--- config.mk ---
export PLATFORM = sky130hd
export DESIGN_NAME = ecio_port
export DESIGN_NICKNAME = d
export VERILOG_FILES = /design/src/ecio_pkg.sv /design/src/ecio_port.sv /design/src/ecio_edge_in.sv
export VERILOG_INCLUDE_DIRS = /design/src /design/src/src
export SDC_FILE = /design/constraint.sdc
export NUM_CORES = 1
export LEC_CHECK = 0
export ABC_AREA = 1
export BUFFER_PORTS_ARGS = -buffer_cell sky130_fd_sc_hd__buf_2
export CORE_MARGIN = 1
export CORE_UTILIZATION = 56
export CTS_CLUSTER_DIAMETER = 50
export DETAILED_ROUTE_END_ITERATION = 7
export MAX_ROUTING_LAYER = met4
export PLACE_DENSITY_LB_ADDON = 0.12
export SLEW_MARGIN = 25
export SYNTH_ARGS = -nofsm -noshare
export SYNTH_HDL_FRONTEND = slang
export SYNTH_SLANG_ARGS = --single-unit
--- constraint.sdc ---
create_clock -name core_clk_i -period 2.4 [get_ports core_clk_i]
set_clock_uncertainty 0.05 [all_clocks]
set_input_delay 0.48 -clock core_clk_i [delete_from_list [all_inputs] [get_ports core_clk_i]]
set_output_delay 0.48 -clock core_clk_i [all_outputs]
set_load 0.01 [all_outputs]
--- src/ecio_params.svh ---
// Purpose: constants for the external control port
// Assumes: 50 MHz core clock, AHB-Lite register access, one word per register
// Notes:   definitions only
//
// Summary of operation
// - port enable gates inputs; status always driven
// - remote operation blocks all control inputs
// - memory select: input1 bit0, input2 bit1
// - recall edge loads memory, compiles sequence/simulation
// - falling edges switch output off or on
// - sequence edges start, stop, hold, branch
// - peak-clear falling edge clears peak hold
// - polarity setting covers five status outputs
// - output and auto-gain state follow polarity
// - protection and limiter active follow polarity
// - busy low under negative, reversed positive
// - range output low 200 V, high 100 V
// - step sync code on two outputs
// - trigger pulse polarity is configurable
// - trigger pulse width is configurable
// - power output high while powered on
`ifndef ECIO_PARAMS_SVH
`define ECIO_PARAMS_SVH

// ----
// register byte offsets
// ----
`define ECIO_CTRL_OFS     8'h00
`define ECIO_TRIG_OFS     8'h04
`define ECIO_STATE_OFS    8'h08
`define ECIO_EVENT_OFS    8'h0C
`define ECIO_PINS_OFS     8'h10

// ----
// control register fields
// ----
`define ECIO_CTRL_EN_BIT    0
`define ECIO_CTRL_POL_BIT   1
`define ECIO_CTRL_TPOL_BIT  2
`define ECIO_CTRL_RST       32'h0000_0000

// ----
// trigger width (cycles) and status bits
// ----
`define ECIO_TRIG_RST       32'h0007_A120
`define ECIO_TRIG_GO_BIT    31
`define ECIO_ST_POWER       0
`define ECIO_ST_OUTPUT      1
`define ECIO_ST_PROT        2
`define ECIO_ST_LIMIT       3
`define ECIO_ST_AGC         4
`define ECIO_ST_BUSY        5
`define ECIO_ST_R100        6
`define ECIO_ST_REMOTE      7
`define ECIO_ST_SYNC_LSB    8

// ----
// event bits (sticky, write one to clear)
// ----
`define ECIO_EV_OFF         0
`define ECIO_EV_ON          1
`define ECIO_EV_START       2
`define ECIO_EV_STOP        3
`define ECIO_EV_HOLD        4
`define ECIO_EV_BR1         5
`define ECIO_EV_BR2         6
`define ECIO_EV_RECALL      7
`define ECIO_EV_PKCLR       8
`define ECIO_EV_MEM_LSB     12
`define ECIO_NUM_IN         9

// ----
// AHB constants
// ----
`define ECIO_HTRANS_NSEQ    2'h2

`endif

--- src/ecio_pkg.sv ---
// Purpose: types for the external control port
// Assumes: constants come from ecio_params.svh
// Notes:   status and command groups travel as packed structs
package ecio_pkg;

    // device state presented on the status pins
    typedef struct packed {
        logic       power_on;        // unit powered
        logic       output_on;       // output enabled
        logic       prot_active;     // protection tripped
        logic       limit_active;    // limiter engaged
        logic       auto_gain_cal_state; // auto-gain/cal on
        logic       busy;            // software busy
        logic       range_100v;      // 100 V range selected
        logic [1:0] step_sync;       // step sync code
    } ecio_status_type;

    // one-cycle commands to the device core
    typedef struct packed {
        logic       output_off;
        logic       output_on;
        logic       seq_start;
        logic       seq_stop;
        logic       seq_hold;
        logic       seq_branch1;
        logic       seq_branch2;
        logic       recall;          // load selected memory
        logic       compile;         // compile after recall
        logic       peak_clear;
        logic [1:0] mem_sel;         // memory 1..4 as 0..3
    } ecio_cmd_type;

    // active function, decides compile on recall
    typedef enum logic [1:0] {
        ECIO_FUNC_CONT,
        ECIO_FUNC_SEQ,
        ECIO_FUNC_SIM
    } ecio_func_type;

endpackage

--- src/ecio_port.sv ---
// Purpose: external control port: edge-triggered commands, polarity-set status pins
// Assumes: AHB-Lite slave, zero wait states, single-word transfers
// Notes:   commands are one-cycle pulses; status pins are registered
`include "ecio_params.svh"
`timescale 1ns/1ps
`default_nettype none

module ecio_port #(
    parameter int IN_W = `ECIO_NUM_IN   // number of edge inputs
) (
    input  wire logic                   core_clk_i,   // core clock, 50 MHz
    input  wire logic                   rst_n_i,      // async reset, active low
    // AHB-Lite slave
    input  wire logic                   hsel_i,
    input  wire logic [7:0]             haddr_i,
    input  wire logic [1:0]             htrans_i,
    input  wire logic                   hwrite_i,
    input  wire logic [2:0]             hsize_i,
    input  wire logic [31:0]            hwdata_i,
    input  wire logic                   hready_i,
    output logic      [31:0]            hrdata_o,
    output logic                        hreadyout_o,
    output logic                        hresp_o,
    // device core
    input  wire ecio_pkg::ecio_status_type status_i,    // live device state
    input  wire logic                   remote_i,     // remote interface active
    input  wire ecio_pkg::ecio_func_type func_i,      // active function
    input  wire logic                   trig_req_i,   // trigger event pulse
    output ecio_pkg::ecio_cmd_type      cmd_o,        // command pulses
    // connector inputs (low-active edges, memory select levels)
    input  wire logic                   out_off_n_i,
    input  wire logic                   out_on_n_i,
    input  wire logic                   seq_start_n_i,
    input  wire logic                   seq_stop_n_i,
    input  wire logic                   seq_hold_n_i,
    input  wire logic                   seq_br1_n_i,
    input  wire logic                   seq_br2_n_i,
    input  wire logic                   recall_n_i,
    input  wire logic                   mem_sel1_i,
    input  wire logic                   mem_sel2_i,
    input  wire logic                   peak_clr_n_i,
    // connector outputs
    output logic                        power_o,
    output logic                        output_state_o,
    output logic                        prot_o,
    output logic                        limit_o,
    output logic                        auto_gain_cal_state_o,
    output logic                        busy_o,
    output logic                        range_o,
    output logic                        step_sync0_o,
    output logic                        step_sync1_o,
    output logic                        trigger_o
);

    // ----
    // register storage
    // ----
    logic [2:0]      ctrl_reg;        // enable, status polarity, trigger polarity
    logic [30:0]     trig_width_reg;  // trigger width in cycles
    logic [IN_W-1:0] event_reg;       // sticky accepted-edge flags
    logic [1:0]      last_mem_reg;    // memory of last recall
    logic [30:0]     trig_cnt_reg;    // trigger pulse down-counter
    ecio_pkg::ecio_cmd_type cmd_reg;  // command pulses

    // ----
    // input synchronisers
    // ----
    logic [IN_W-1:0] pins_n;    // raw edge inputs
    logic [IN_W-1:0] levels;    // synchronised levels
    logic [IN_W-1:0] falls;     // falling-edge pulses
    logic [1:0]      sel_level; // synchronised memory select

    assign pins_n = {peak_clr_n_i, recall_n_i, seq_br2_n_i, seq_br1_n_i,
                     seq_hold_n_i, seq_stop_n_i, seq_start_n_i, out_on_n_i,
                     out_off_n_i};

    // one edge detector per control input
    genvar gi;
    generate
        for (gi = 0; gi < IN_W; gi++) begin : g_in
            ecio_edge_in u_edge (
                .core_clk_i (core_clk_i),
                .rst_n_i    (rst_n_i),
                .pin_i      (pins_n[gi]),
                .level_o    (levels[gi]),
                .fall_o     (falls[gi])
            );
        end
        // memory select levels, synchronised the same way
        for (gi = 0; gi < 2; gi++) begin : g_sel
            ecio_edge_in u_sel (
                .core_clk_i (core_clk_i),
                .rst_n_i    (rst_n_i),
                .pin_i      (gi == 0 ? mem_sel1_i : mem_sel2_i),
                .level_o    (sel_level[gi]),
                .fall_o     ()
            );
        end
    endgenerate

    // ----
    // acceptance gate
    // ----
    logic            accept;   // inputs honoured now
    logic [IN_W-1:0] taken;    // accepted edges

    assign accept = ctrl_reg[`ECIO_CTRL_EN_BIT] & ~remote_i;
    assign taken  = accept ? falls : '0;

    // ----
    // command pulses
    // ----
    always_ff @(posedge core_clk_i or negedge rst_n_i) begin
        if (!rst_n_i) begin
            cmd_reg <= '0;
        end else begin
            cmd_reg.output_off  <= taken[`ECIO_EV_OFF];
            cmd_reg.output_on   <= taken[`ECIO_EV_ON];
            cmd_reg.seq_start   <= taken[`ECIO_EV_START];
            cmd_reg.seq_stop    <= taken[`ECIO_EV_STOP];
            cmd_reg.seq_hold    <= taken[`ECIO_EV_HOLD];
            cmd_reg.seq_branch1 <= taken[`ECIO_EV_BR1];
            cmd_reg.seq_branch2 <= taken[`ECIO_EV_BR2];
            cmd_reg.recall      <= taken[`ECIO_EV_RECALL];
            // compile only for sequence and simulation memories
            cmd_reg.compile     <= taken[`ECIO_EV_RECALL] &
                                   (func_i != ecio_pkg::ECIO_FUNC_CONT);
            cmd_reg.peak_clear  <= taken[`ECIO_EV_PKCLR];
            // selector captured with the recall edge
            if (taken[`ECIO_EV_RECALL]) begin
                cmd_reg.mem_sel <= {sel_level[1], sel_level[0]};
            end
        end
    end

    assign cmd_o = cmd_reg;

    // last recalled memory number, readable by software
    always_ff @(posedge core_clk_i or negedge rst_n_i) begin
        if (!rst_n_i) begin
            last_mem_reg <= 2'h0;
        end else if (taken[`ECIO_EV_RECALL]) begin
            last_mem_reg <= {sel_level[1], sel_level[0]};
        end
    end

    // ----
    // AHB-Lite address phase capture
    // ----
    logic       wr_pend_reg;  // write data phase pending
    logic [7:0] wr_addr_reg;  // captured write address
    logic       rd_go;        // read address phase accepted
    logic       wr_go;        // write address phase accepted

    assign rd_go = hsel_i & hready_i & htrans_i[1] & ~hwrite_i;
    assign wr_go = hsel_i & hready_i & htrans_i[1] & hwrite_i;

    always_ff @(posedge core_clk_i or negedge rst_n_i) begin
        if (!rst_n_i) begin
            wr_pend_reg <= 1'b0;
            wr_addr_reg <= 8'h00;
        end else begin
            wr_pend_reg <= wr_go;
            if (wr_go) begin
                wr_addr_reg <= haddr_i;
            end
        end
    end

    // write strobes for the data phase
    logic wr_ctrl;
    logic wr_trig;
    logic wr_event;
    assign wr_ctrl  = wr_pend_reg & (wr_addr_reg == `ECIO_CTRL_OFS);
    assign wr_trig  = wr_pend_reg & (wr_addr_reg == `ECIO_TRIG_OFS);
    assign wr_event = wr_pend_reg & (wr_addr_reg == `ECIO_EVENT_OFS);

    // ----
    // writable settings
    // ----
    always_ff @(posedge core_clk_i or negedge rst_n_i) begin
        if (!rst_n_i) begin
            ctrl_reg <= 3'(`ECIO_CTRL_RST);
        end else if (wr_ctrl) begin
            ctrl_reg <= hwdata_i[2:0];
        end
    end

    always_ff @(posedge core_clk_i or negedge rst_n_i) begin
        if (!rst_n_i) begin
            trig_width_reg <= 31'(`ECIO_TRIG_RST);
        end else if (wr_trig) begin
            trig_width_reg <= hwdata_i[30:0];
        end
    end

    // sticky edge flags: set wins over write-one-to-clear
    always_ff @(posedge core_clk_i or negedge rst_n_i) begin
        if (!rst_n_i) begin
            event_reg <= '0;
        end else begin
            event_reg <= (event_reg & ~(wr_event ? hwdata_i[IN_W-1:0] : '0)) | taken;
        end
    end

    // ----
    // trigger pulse, started by the core or by software
    // ----
    logic trig_start;
    assign trig_start = trig_req_i | (wr_trig & hwdata_i[`ECIO_TRIG_GO_BIT]);

    always_ff @(posedge core_clk_i or negedge rst_n_i) begin
        if (!rst_n_i) begin
            trig_cnt_reg <= '0;
        end else if (trig_start) begin
            // software start takes the width written with it
            trig_cnt_reg <= wr_trig ? hwdata_i[30:0] : trig_width_reg;
        end else if (trig_cnt_reg != '0) begin
            trig_cnt_reg <= trig_cnt_reg - 31'h1;
        end
    end

    // ----
    // status pins
    // ----
    // maps an active-high state to its pin level: positive keeps it
    function automatic logic pol_map(input logic state, input logic positive);
        pol_map = positive ? state : ~state;
    endfunction

    logic pos;   // status polarity: 1 positive
    assign pos = ctrl_reg[`ECIO_CTRL_POL_BIT];

    // registered pins, driven regardless of the enable
    always_ff @(posedge core_clk_i or negedge rst_n_i) begin
        if (!rst_n_i) begin
            power_o               <= 1'b0;
            output_state_o        <= 1'b1;
            prot_o                <= 1'b1;
            limit_o               <= 1'b1;
            auto_gain_cal_state_o <= 1'b1;
            busy_o                <= 1'b1;
            range_o               <= 1'b0;
            step_sync0_o          <= 1'b0;
            step_sync1_o          <= 1'b0;
            trigger_o             <= 1'b0;
        end else begin
            power_o               <= status_i.power_on;
            output_state_o        <= pol_map(status_i.output_on, pos);
            prot_o                <= pol_map(status_i.prot_active, pos);
            limit_o               <= pol_map(status_i.limit_active, pos);
            auto_gain_cal_state_o <= pol_map(status_i.auto_gain_cal_state, pos);
            busy_o                <= pol_map(status_i.busy, pos);
            range_o               <= status_i.range_100v;
            step_sync0_o          <= status_i.step_sync[0];
            step_sync1_o          <= status_i.step_sync[1];
            trigger_o             <= pol_map(trig_start | (trig_cnt_reg > 31'h1),
                                             ctrl_reg[`ECIO_CTRL_TPOL_BIT]);
        end
    end

    // ----
    // read data
    // ----
    logic [31:0] rd_next;
    always_comb begin
        rd_next = 32'h0000_0000;
        case (haddr_i)
            `ECIO_CTRL_OFS:  rd_next = {29'h0, ctrl_reg};
            `ECIO_TRIG_OFS:  rd_next = {1'b0, trig_width_reg};
            `ECIO_STATE_OFS: rd_next = {22'h0, status_i.step_sync, remote_i,
                                        status_i.range_100v, status_i.busy,
                                        status_i.auto_gain_cal_state,
                                        status_i.limit_active, status_i.prot_active,
                                        status_i.output_on, status_i.power_on};
            `ECIO_EVENT_OFS: rd_next = {18'h0, last_mem_reg, 3'h0, event_reg};
            `ECIO_PINS_OFS:  rd_next = {21'h0, sel_level, levels};
            default:         rd_next = 32'h0000_0000;
        endcase
    end

    always_ff @(posedge core_clk_i or negedge rst_n_i) begin
        if (!rst_n_i) begin
            hrdata_o <= 32'h0000_0000;
        end else if (rd_go) begin
            hrdata_o <= rd_next;
        end
    end

    assign hreadyout_o = 1'b1;   // zero wait states
    assign hresp_o     = 1'b0;   // always OKAY

endmodule

`default_nettype wire

--- src/ecio_edge_in.sv ---
// Purpose: synchronise one control input and flag its falling edge
// Assumes: input is a level from a logic or contact source
// Notes:   two flops then an edge stage; first flop read only by the second
`timescale 1ns/1ps
`default_nettype none

module ecio_edge_in (
    input  wire logic core_clk_i,   // core clock
    input  wire logic rst_n_i,      // async reset, active low
    input  wire logic pin_i,        // raw input level
    output logic      level_o,      // synchronised level
    output logic      fall_o        // one-cycle falling-edge pulse
);

    logic meta_reg;   // first synchroniser stage
    logic sync_reg;   // second stage
    logic last_reg;   // previous synchronised level

    // idle high so no edge fires at reset release
    always_ff @(posedge core_clk_i or negedge rst_n_i) begin
        if (!rst_n_i) begin
            meta_reg <= 1'b1;
            sync_reg <= 1'b1;
            last_reg <= 1'b1;
        end else begin
            meta_reg <= pin_i;
            sync_reg <= meta_reg;
            last_reg <= sync_reg;
        end
    end

    assign level_o = sync_reg;
    assign fall_o  = last_reg & ~sync_reg;

endmodule

`default_nettype wire

==> results.toml, run 1 <==
[clock_tree]
cts-hold-fix-buffers = 1
clk_pin_slew_ns = 0.07
clock-sinks = 167
cts_inserted_buffers = 17
ctsLongestPathBuffers = 2
cts_root_buffer = "clkbuf_16"
ctsResizeCount = 0
postCtsSetupRepairBufs = 0
cts-htree-levels = 4
cts_tree = "built"
clock_latency_ns = 0.42

[outcome]
status = "completed"

[timing]
max_freq_mhz = 494
fin_setup_tns_ns = 0
rsz0062_at_grt = "false"
hold_violations = 0
fin_crit_sh_pct = 84.4
relSlewSlack_pct = 62.2
setup_viol = 0
holdWs_ns = 0.101
fin_crit_ns = 2.03
drv_slew = 0
tightest_slew_ns = 0.566

[detailed_routing]
viasPerCell = 5.24
finalWirelength_mm = 18.8
ant_nets = 0
firstDrtPassIters = 6
vias = 6459
post_drt_wl_per_cell_um = 15.3
drtIter0Drc = 618
drc_errors = 0

[synthesis]
async_flop_share_pct = 100
synth_area_leaders = "dfrtp_1 41%, dfstp_2 15%, nand2_1 14%, nor2_1 5.0%, inv_1 4.3%"
yosysTopAreaCell = "dfrtp_1"
yosys.cell_types.count = 37
synthDominantCellAreaShare_pct = 40.5
synth_ff_type = "dfrtp_1"
netlist_area_um2 = 7660
syn_inst = 905
synth-edff-count = 0
syn_avg_cell_area_um2 = 8.46
yosys_warnings = 0
ys_seq_area_share_pct = 55.3
ys_seq_elements = 167

[floorplanning]
die_area_um2 = 14100
die_h_um = 119
die_x_um = 119
rows = 42
initial_core_util_pct = 57.6
ioPinCount = 130
coreArea_um2 = 13300

[finish]
diodes = 0
syn_to_final_growth_pct = 19.6
final_layout_size_suffix_gt1_share_pct = 23.5
fin_util_pct = 68.9
nNetsFinal = 1119

[power_and_ir_drop]
p_leak_nw = 4.79
clkPwrFrac_pct = 38.7
p_comb_share_pct = 15.3
switching_share_pct = 28.4
p_int_w = 0.00540
sequentialPowerShare_pct = 46.0
ir_drop_uv = 526
power_per_cell_area_nw_per_um2 = 823
p_sw_w = 0.00214

[global_routing]
grt_usage_pct = 28.8
antenna_found_initial = 0
grt_pass1_wl_mm = 30.3
grt_pass1_vias = 6018
grt_max_degree = 58
gr-total-overflow = 0

[worst_setup_path]
critical_path.endpoint_type = "flip-flop"
cp_max_fo = 35
cp_cell_sequence = "nor2_2 -> nand2_2 -> nor2_8 -> nand2_4 -> o21ai_0 -> nand2_1 -> nand2_1 -> nor2_1"
start_kind = "flip-flop"
arrival_ns = 2.29
slowest_stage = "o21ai_0"
reg2reg_slack_ns = 0.37
cp.required_ns = 2.66
crit_top_cell = "nand2_1"
max_stage_delay_ns = 0.46
worst-setup-path-type = "flip-flop to flip-flop"

[place]
port_buffers = 122
hpwl_mm = 13.5
gp_congestion = 0.898

[flow_run]
drv_cap = 0

[hold_path]
min_path_type = "input pin to flip-flop"
[stage by stage]
step | std cells | cell area [um^2] | worst slack [ns] | total power, W
finish | 1232 | 9160 | 0.374 | 0.00754
global route | 1232 | 9160 | 0.224 | 0.00788
CTS | 1232 | 9160 | 0.409 | 0.00755
detailed placement | 1199 | 8520 | 0.424 | 0.00464
global placement | 1199 | 8520 | 0.431 | 0.00460
floorplan | 906 | 7660 | 0.653 | 0.00418
[Yosys cell counts, types with 12 or more instances]
| master | count |
|---|---|
| nand2_1 | 278 |
| nor2_1 | 102 |
| o21ai_0 | 45 |
| nand4_1 | 14 |
| nand3_1 | 65 |
| nor3_1 | 14 |
| a21oi_1 | 18 |
| inv_1 | 88 |
| buf_2 | 12 |
| dfstp_2 | 43 |
| dfrtp_1 | 124 |
| o31ai_1 | 22 |
[worst paths after layout]
kind	end	cells after the start	from
worst min-delay path	g_in[1].u_edge.meta_reg$_DFF_PN1_	1	out_on_n_i
worst min register to register	g_in[0].u_edge.level_o$_DFF_PN1_	0	g_in[0].u_edge.meta_reg$_DFF_PN1_
max in group asynchronous	trig_width_reg[18]$_DFF_PN1_	3	rst_n_i
worst max register to register	trig_cnt_reg[26]$_DFFE_PN0P_	8	wr_addr_reg[7]$_DFFE_PN0P_
worst max-delay path	trig_cnt_reg[26]$_DFFE_PN0P_	8	wr_addr_reg[7]$_DFFE_PN0P_
min in group asynchronous	event_reg[0]$_DFF_PN0_	2	rst_n_i
[final cells by class]
cell class	count	area, um^2
Sequential cell	167	4230
Clock buffer	18	429
Clock inverter	14	196
Fill cell	1090	4140
Timing Repair Buffer	147	832
Tap cell	176	220
Inverter	93	350
Multi-Input combinational cell	617	2900
[worst max-delay path, delay by kind of cell (launching register included)]
| kind | cells | cell delay (ns) |
|---|---|---|
| AND/OR/NAND/NOR | 7 | 0.99 |
| AO/OA/AOI/OAI | 1 | 0.46 |
| flip-flops | 1 | 0.40 |
[power groups by stage]
stage / sequential [W] / clock (W) / combinational (W)
floorplan: 0.00347 / 0 / 0.000715
global placement: 0.00350 / 0 / 0.00111
detailed placement: 0.00350 / 0 / 0.00114
CTS: 0.00346 / 0.00294 / 0.00115
global route: 0.00350 / 0.00307 / 0.00131
finish: 0.00347 / 0.00292 / 0.00115
[routing by layer]
layer | part of all wire, % | global-route usage [%] | wire [um]
met5 | 0 | - | 0
met4 | 1.1 | 7.44 | 210
met3 | 5.2 | 5.89 | 970
met2 | 47 | 43.4 | 8810
met1 | 47 | 40.1 | 8840
[layout by cell type (no fill, tap or decap), drive strengths merged]
master	netlist	final
o31ai	22	22
or2	1	1
nand3	67	67
nand3b	7	7
conb	2	3
buf	20	146
dfstp	43	43
nor2	114	114
a21oi	19	19
ha	2	2
dfrtp	124	124
inv	90	94
xor2	4	4
clkinv	3	7
clkbuf	9	18
clkinvlp	0	2
xnor2	6	6
nand4	14	14
nand2	284	284
nor3	15	15
dlygate4sd3	0	1
bufinv	0	4
o211ai	1	1
o21ai	58	58
[cell families after synthesis]
| group | after synthesis | synth area share (%) |
|---|---|---|
| and+or+nand+nor | 502 | 28.8 |
| DFF | 167 | 55.3 |
| buffers and inverters | 122 | 6.96 |
| AOI/OAI and AO/OA | 100 | 7.43 |
| xor gates and xnor gates | 10 | 1.14 |
| adders and majority gates | 2 | 0.327 |
| other | 2 | 0.0981 |
(Power assumes the default switching activity.)
==> run 2, diff against run 1 <==
Settings changed: ABC_AREA 1 to 0, CORE_UTILIZATION 56 to 55.
Clock period 2.4 ns to 1.9 ns, I/O delays scaled along.
==> run 2 against run 1 <==
The flow now finishes with violations (negative setup slack). Routed wire length shrank 2.1%. Core utilization grew 10 points. Sequential power grew 26%. Critical path depth shrank 1. Combinational power grew 37%. Largest power group unchanged. Clock-buffer cell count grew 2. Cell area grew 4.4%. Synthesized area shrank 10%. Flip-flop and latch count is the same. Clock power grew 15%. Sequential share of layout area shrank 1.9 points. Synthesized cell count shrank 33%.
==> results.toml, run 2 <==
[worst_setup_path]
worst-setup-path-type = "flip-flop to flip-flop"
cp.required_ns = 2.15
reg2reg_from = "trig_cnt_reg[14]$_DFFE_PN0P_"
crit_path_start = "trig_cnt_reg[14]$_DFFE_PN0P_"
arrival_ns = 2.55
cp_max_fo = 3
worstSetupEndpoint = "trig_cnt_reg[24]$_DFFE_PN0P_"
r2r-end = "trig_cnt_reg[24]$_DFFE_PN0P_"
reg2reg_slack_ns = -0.40
critical_path.endpoint_type = "flip-flop"
r2r_cells = 7
start_kind = "flip-flop"

[floorplanning]
ioPinCount = 130
die_x_um = 114
coreArea_um2 = 12100
rows = 40
initial_core_util_pct = 56.7
die_area_um2 = 12900
die_h_um = 114

[clock_tree]
clock-sinks = 167
cts_root_buffer = "clkbuf_16"
ctsLongestPathBuffers = 2
clock_latency_ns = 0.43
cts_inserted_buffers = 17
cts-htree-levels = 4
cts_tree = "built"
clk_pin_slew_ns = 0.07

[timing]
finalWorstSetupSlack_ns = -0.405
drv_slew = 0
fin_setup_tns_ns = -9.58
max_freq_mhz = 434
fin_crit_sh_pct = 121
holdWs_ns = 0.0258
fin_crit_ns = 2.30
rsz0062_at_grt = "true"
setup_viol = 32
hold_violations = 0

[synthesis]
ys_seq_area_share_pct = 61.6
ys_seq_elements = 167
yosysTopAreaCell = "dfrtp_1"
synth-edff-count = 0
netlist_area_um2 = 6870
synthDominantCellAreaShare_pct = 45.1
syn_avg_cell_area_um2 = 11.4
yosys.cell_types.count = 47
yosys_warnings = 0
synth_ff_type = "dfrtp_1"
syn_inst = 605
synth_common_cells = "124 x dfrtp_1, 102 x nand2_1, 43 x dfstp_2"
async_flop_share_pct = 100
yosysMostFrequentCell = "dfrtp_1"
synth_area_leaders = "dfrtp_1 45%, dfstp_2 16%, nand2_1 5.6%, mux2_2 3.9%, mux2i_1 3.6%"

[detailed_routing]
ant_nets = 0
drc_errors = 0
firstDrtPassIters = 5
finalWirelength_mm = 18.4
viasPerCell = 5.50
vias = 5478
drtIter0Drc = 372
post_drt_wl_per_cell_um = 18.5

[power_and_ir_drop]
sequentialPowerShare_pct = 47.0
clkPwrFrac_pct = 36.1
ir_drop_uv = 801
power_per_cell_area_nw_per_um2 = 977
p_int_w = 0.00678
switching_share_pct = 27.3
p_comb_share_pct = 16.9
p_sw_w = 0.00255
p_leak_nw = 4.55

[outcome]
status = "finished with violations"
violations = "negative setup slack"

[finish]
final_cell_mix = "124 x dfrtp_1, 121 x buf_2, 98 x nand2_1"
finalNonFillerCells = 996
nFillCells = 742
final_layout_size_suffix_gt1_share_pct = 46.3
syn_to_final_growth_pct = 39.0
stdcell_area_um2 = 9560
nNetsFinal = 890
final_common_cell = "dfrtp_1"
fin_util_pct = 78.9

[global_routing]
grt_pass1_wl_mm = 28.2
grt_usage_pct = 30.2
gr-total-overflow = 0
grt_max_degree = 48
grt_pass1_vias = 5341
antenna_found_initial = 1

[hold_path]
min_path_type = "input pin to flip-flop"
hold_path.startpoint = "status_i[2]"

[flow_run]
drv_cap = 0

[place]
port_buffers = 122
place_area_um2 = 8390
dp.cells = 945
hpwl_mm = 12.3
gp_congestion = 0.919
run 2: cell type report:
class / instances / area, um^2 / share of cell area (%)
antenna: 1 / 2.50 / 0.0262
clock inverter: 12 / 115 / 1.20
timing repair buffer: 221 / 1570 / 16.4
tap: 168 / 210 / 2.20
clock buffer: 20 / 467 / 4.88
sequential: 167 / 4230 / 44.3
inverter: 24 / 90.1 / 0.943
multi-input combinational: 383 / 2870 / 30.0
run 2: how the worst min path moves through the flow:
stage / cells past startpoint / slack [ns] / to
after floorplan: 0 / 0.03 / cmd_o[10]$_DFF_PN0_
after global placement: 1 / 0.29 / cmd_o[10]$_DFF_PN0_
after detailed placement: 1 / 0.30 / hrdata_o[1]$_DFFE_PN0P_
after CTS: 1 / 0.002 / g_in[0].u_edge.meta_reg$_DFF_PN1_
after global routing: 1 / 0.02 / range_o$_DFF_PN0_
final: 1 / 0.03 / range_o$_DFF_PN0_
run 2: logic make-up (layout without fill, tap and decap cells):
| logic type | count (synthesis) | in the layout | share of synthesized area (%) |
|---|---|---|---|
| AO/OA/AOI/OAI | 78 | 78 | 7.41 |
| XOR/XNOR | 33 | 33 | 4.21 |
| adder cells (fa/ha/maj) | 2 | 2 | 0.364 |
| buffers and inverters | 56 | 277 | 3.37 |
| flip-flops | 167 | 167 | 61.6 |
| multiplexers | 49 | 49 | 7.57 |
| other | 2 | 4 | 0.109 |
| AND/OR/NAND/NOR | 218 | 218 | 15.4 |
run 2: worst max-delay path, cell delays in order (launching register included):
cell	delay, ns
dfrtp_1	0.38
or4_4	0.56
or4_4	0.52
nor3_4	0.19
buf_6	0.14
nand4_1	0.10
xor2_1	0.15
o22ai_1	0.08
run 2: what timing repair did:
| item | 4_1_cts | 5_1_grt |
|---|---|---|
| hold buffers | 10 | 2 |
| setup endpoints to repair | 43 | 51 |
| hold endpoints to repair | 35 | 2 |
| pin swaps | 2 | 37 |
| resized for setup | 20 | 59 |
| setup buffers | 2 | 4 |
run 2: power by group through the flow:
stage,sequential [W],combinational (W),clock (W)
floorplan,0.00438,0.000687,0
global placement,0.00437,0.00132,0
detailed placement,0.00440,0.00137,0
CTS,0.00436,0.00144,0.00339
global route,0.00443,0.00171,0.00354
finish,0.00438,0.00158,0.00337
run 2: routing by layer:
| metal | vias up | global-route usage, % | wire [um] |
|---|---|---|---|
| li1 | 2487 | - | - |
| met1 | 2751 | 41.3 | 8090 |
| met4 | 0 | 8.66 | 352 |
| met5 | - | - | 0 |
| met3 | 41 | 6.38 | 1030 |
| met2 | 199 | 46.1 | 8960 |
run 2: per-stage QoR:
stage / setup slack [ns] / power [W]
final: -0.405 / 0.00933
after global routing: -0.534 / 0.00969
after CTS: -0.379 / 0.00919
after detailed placement: -0.397 / 0.00577
after global placement: -0.341 / 0.00569
after floorplan: -0.348 / 0.00506
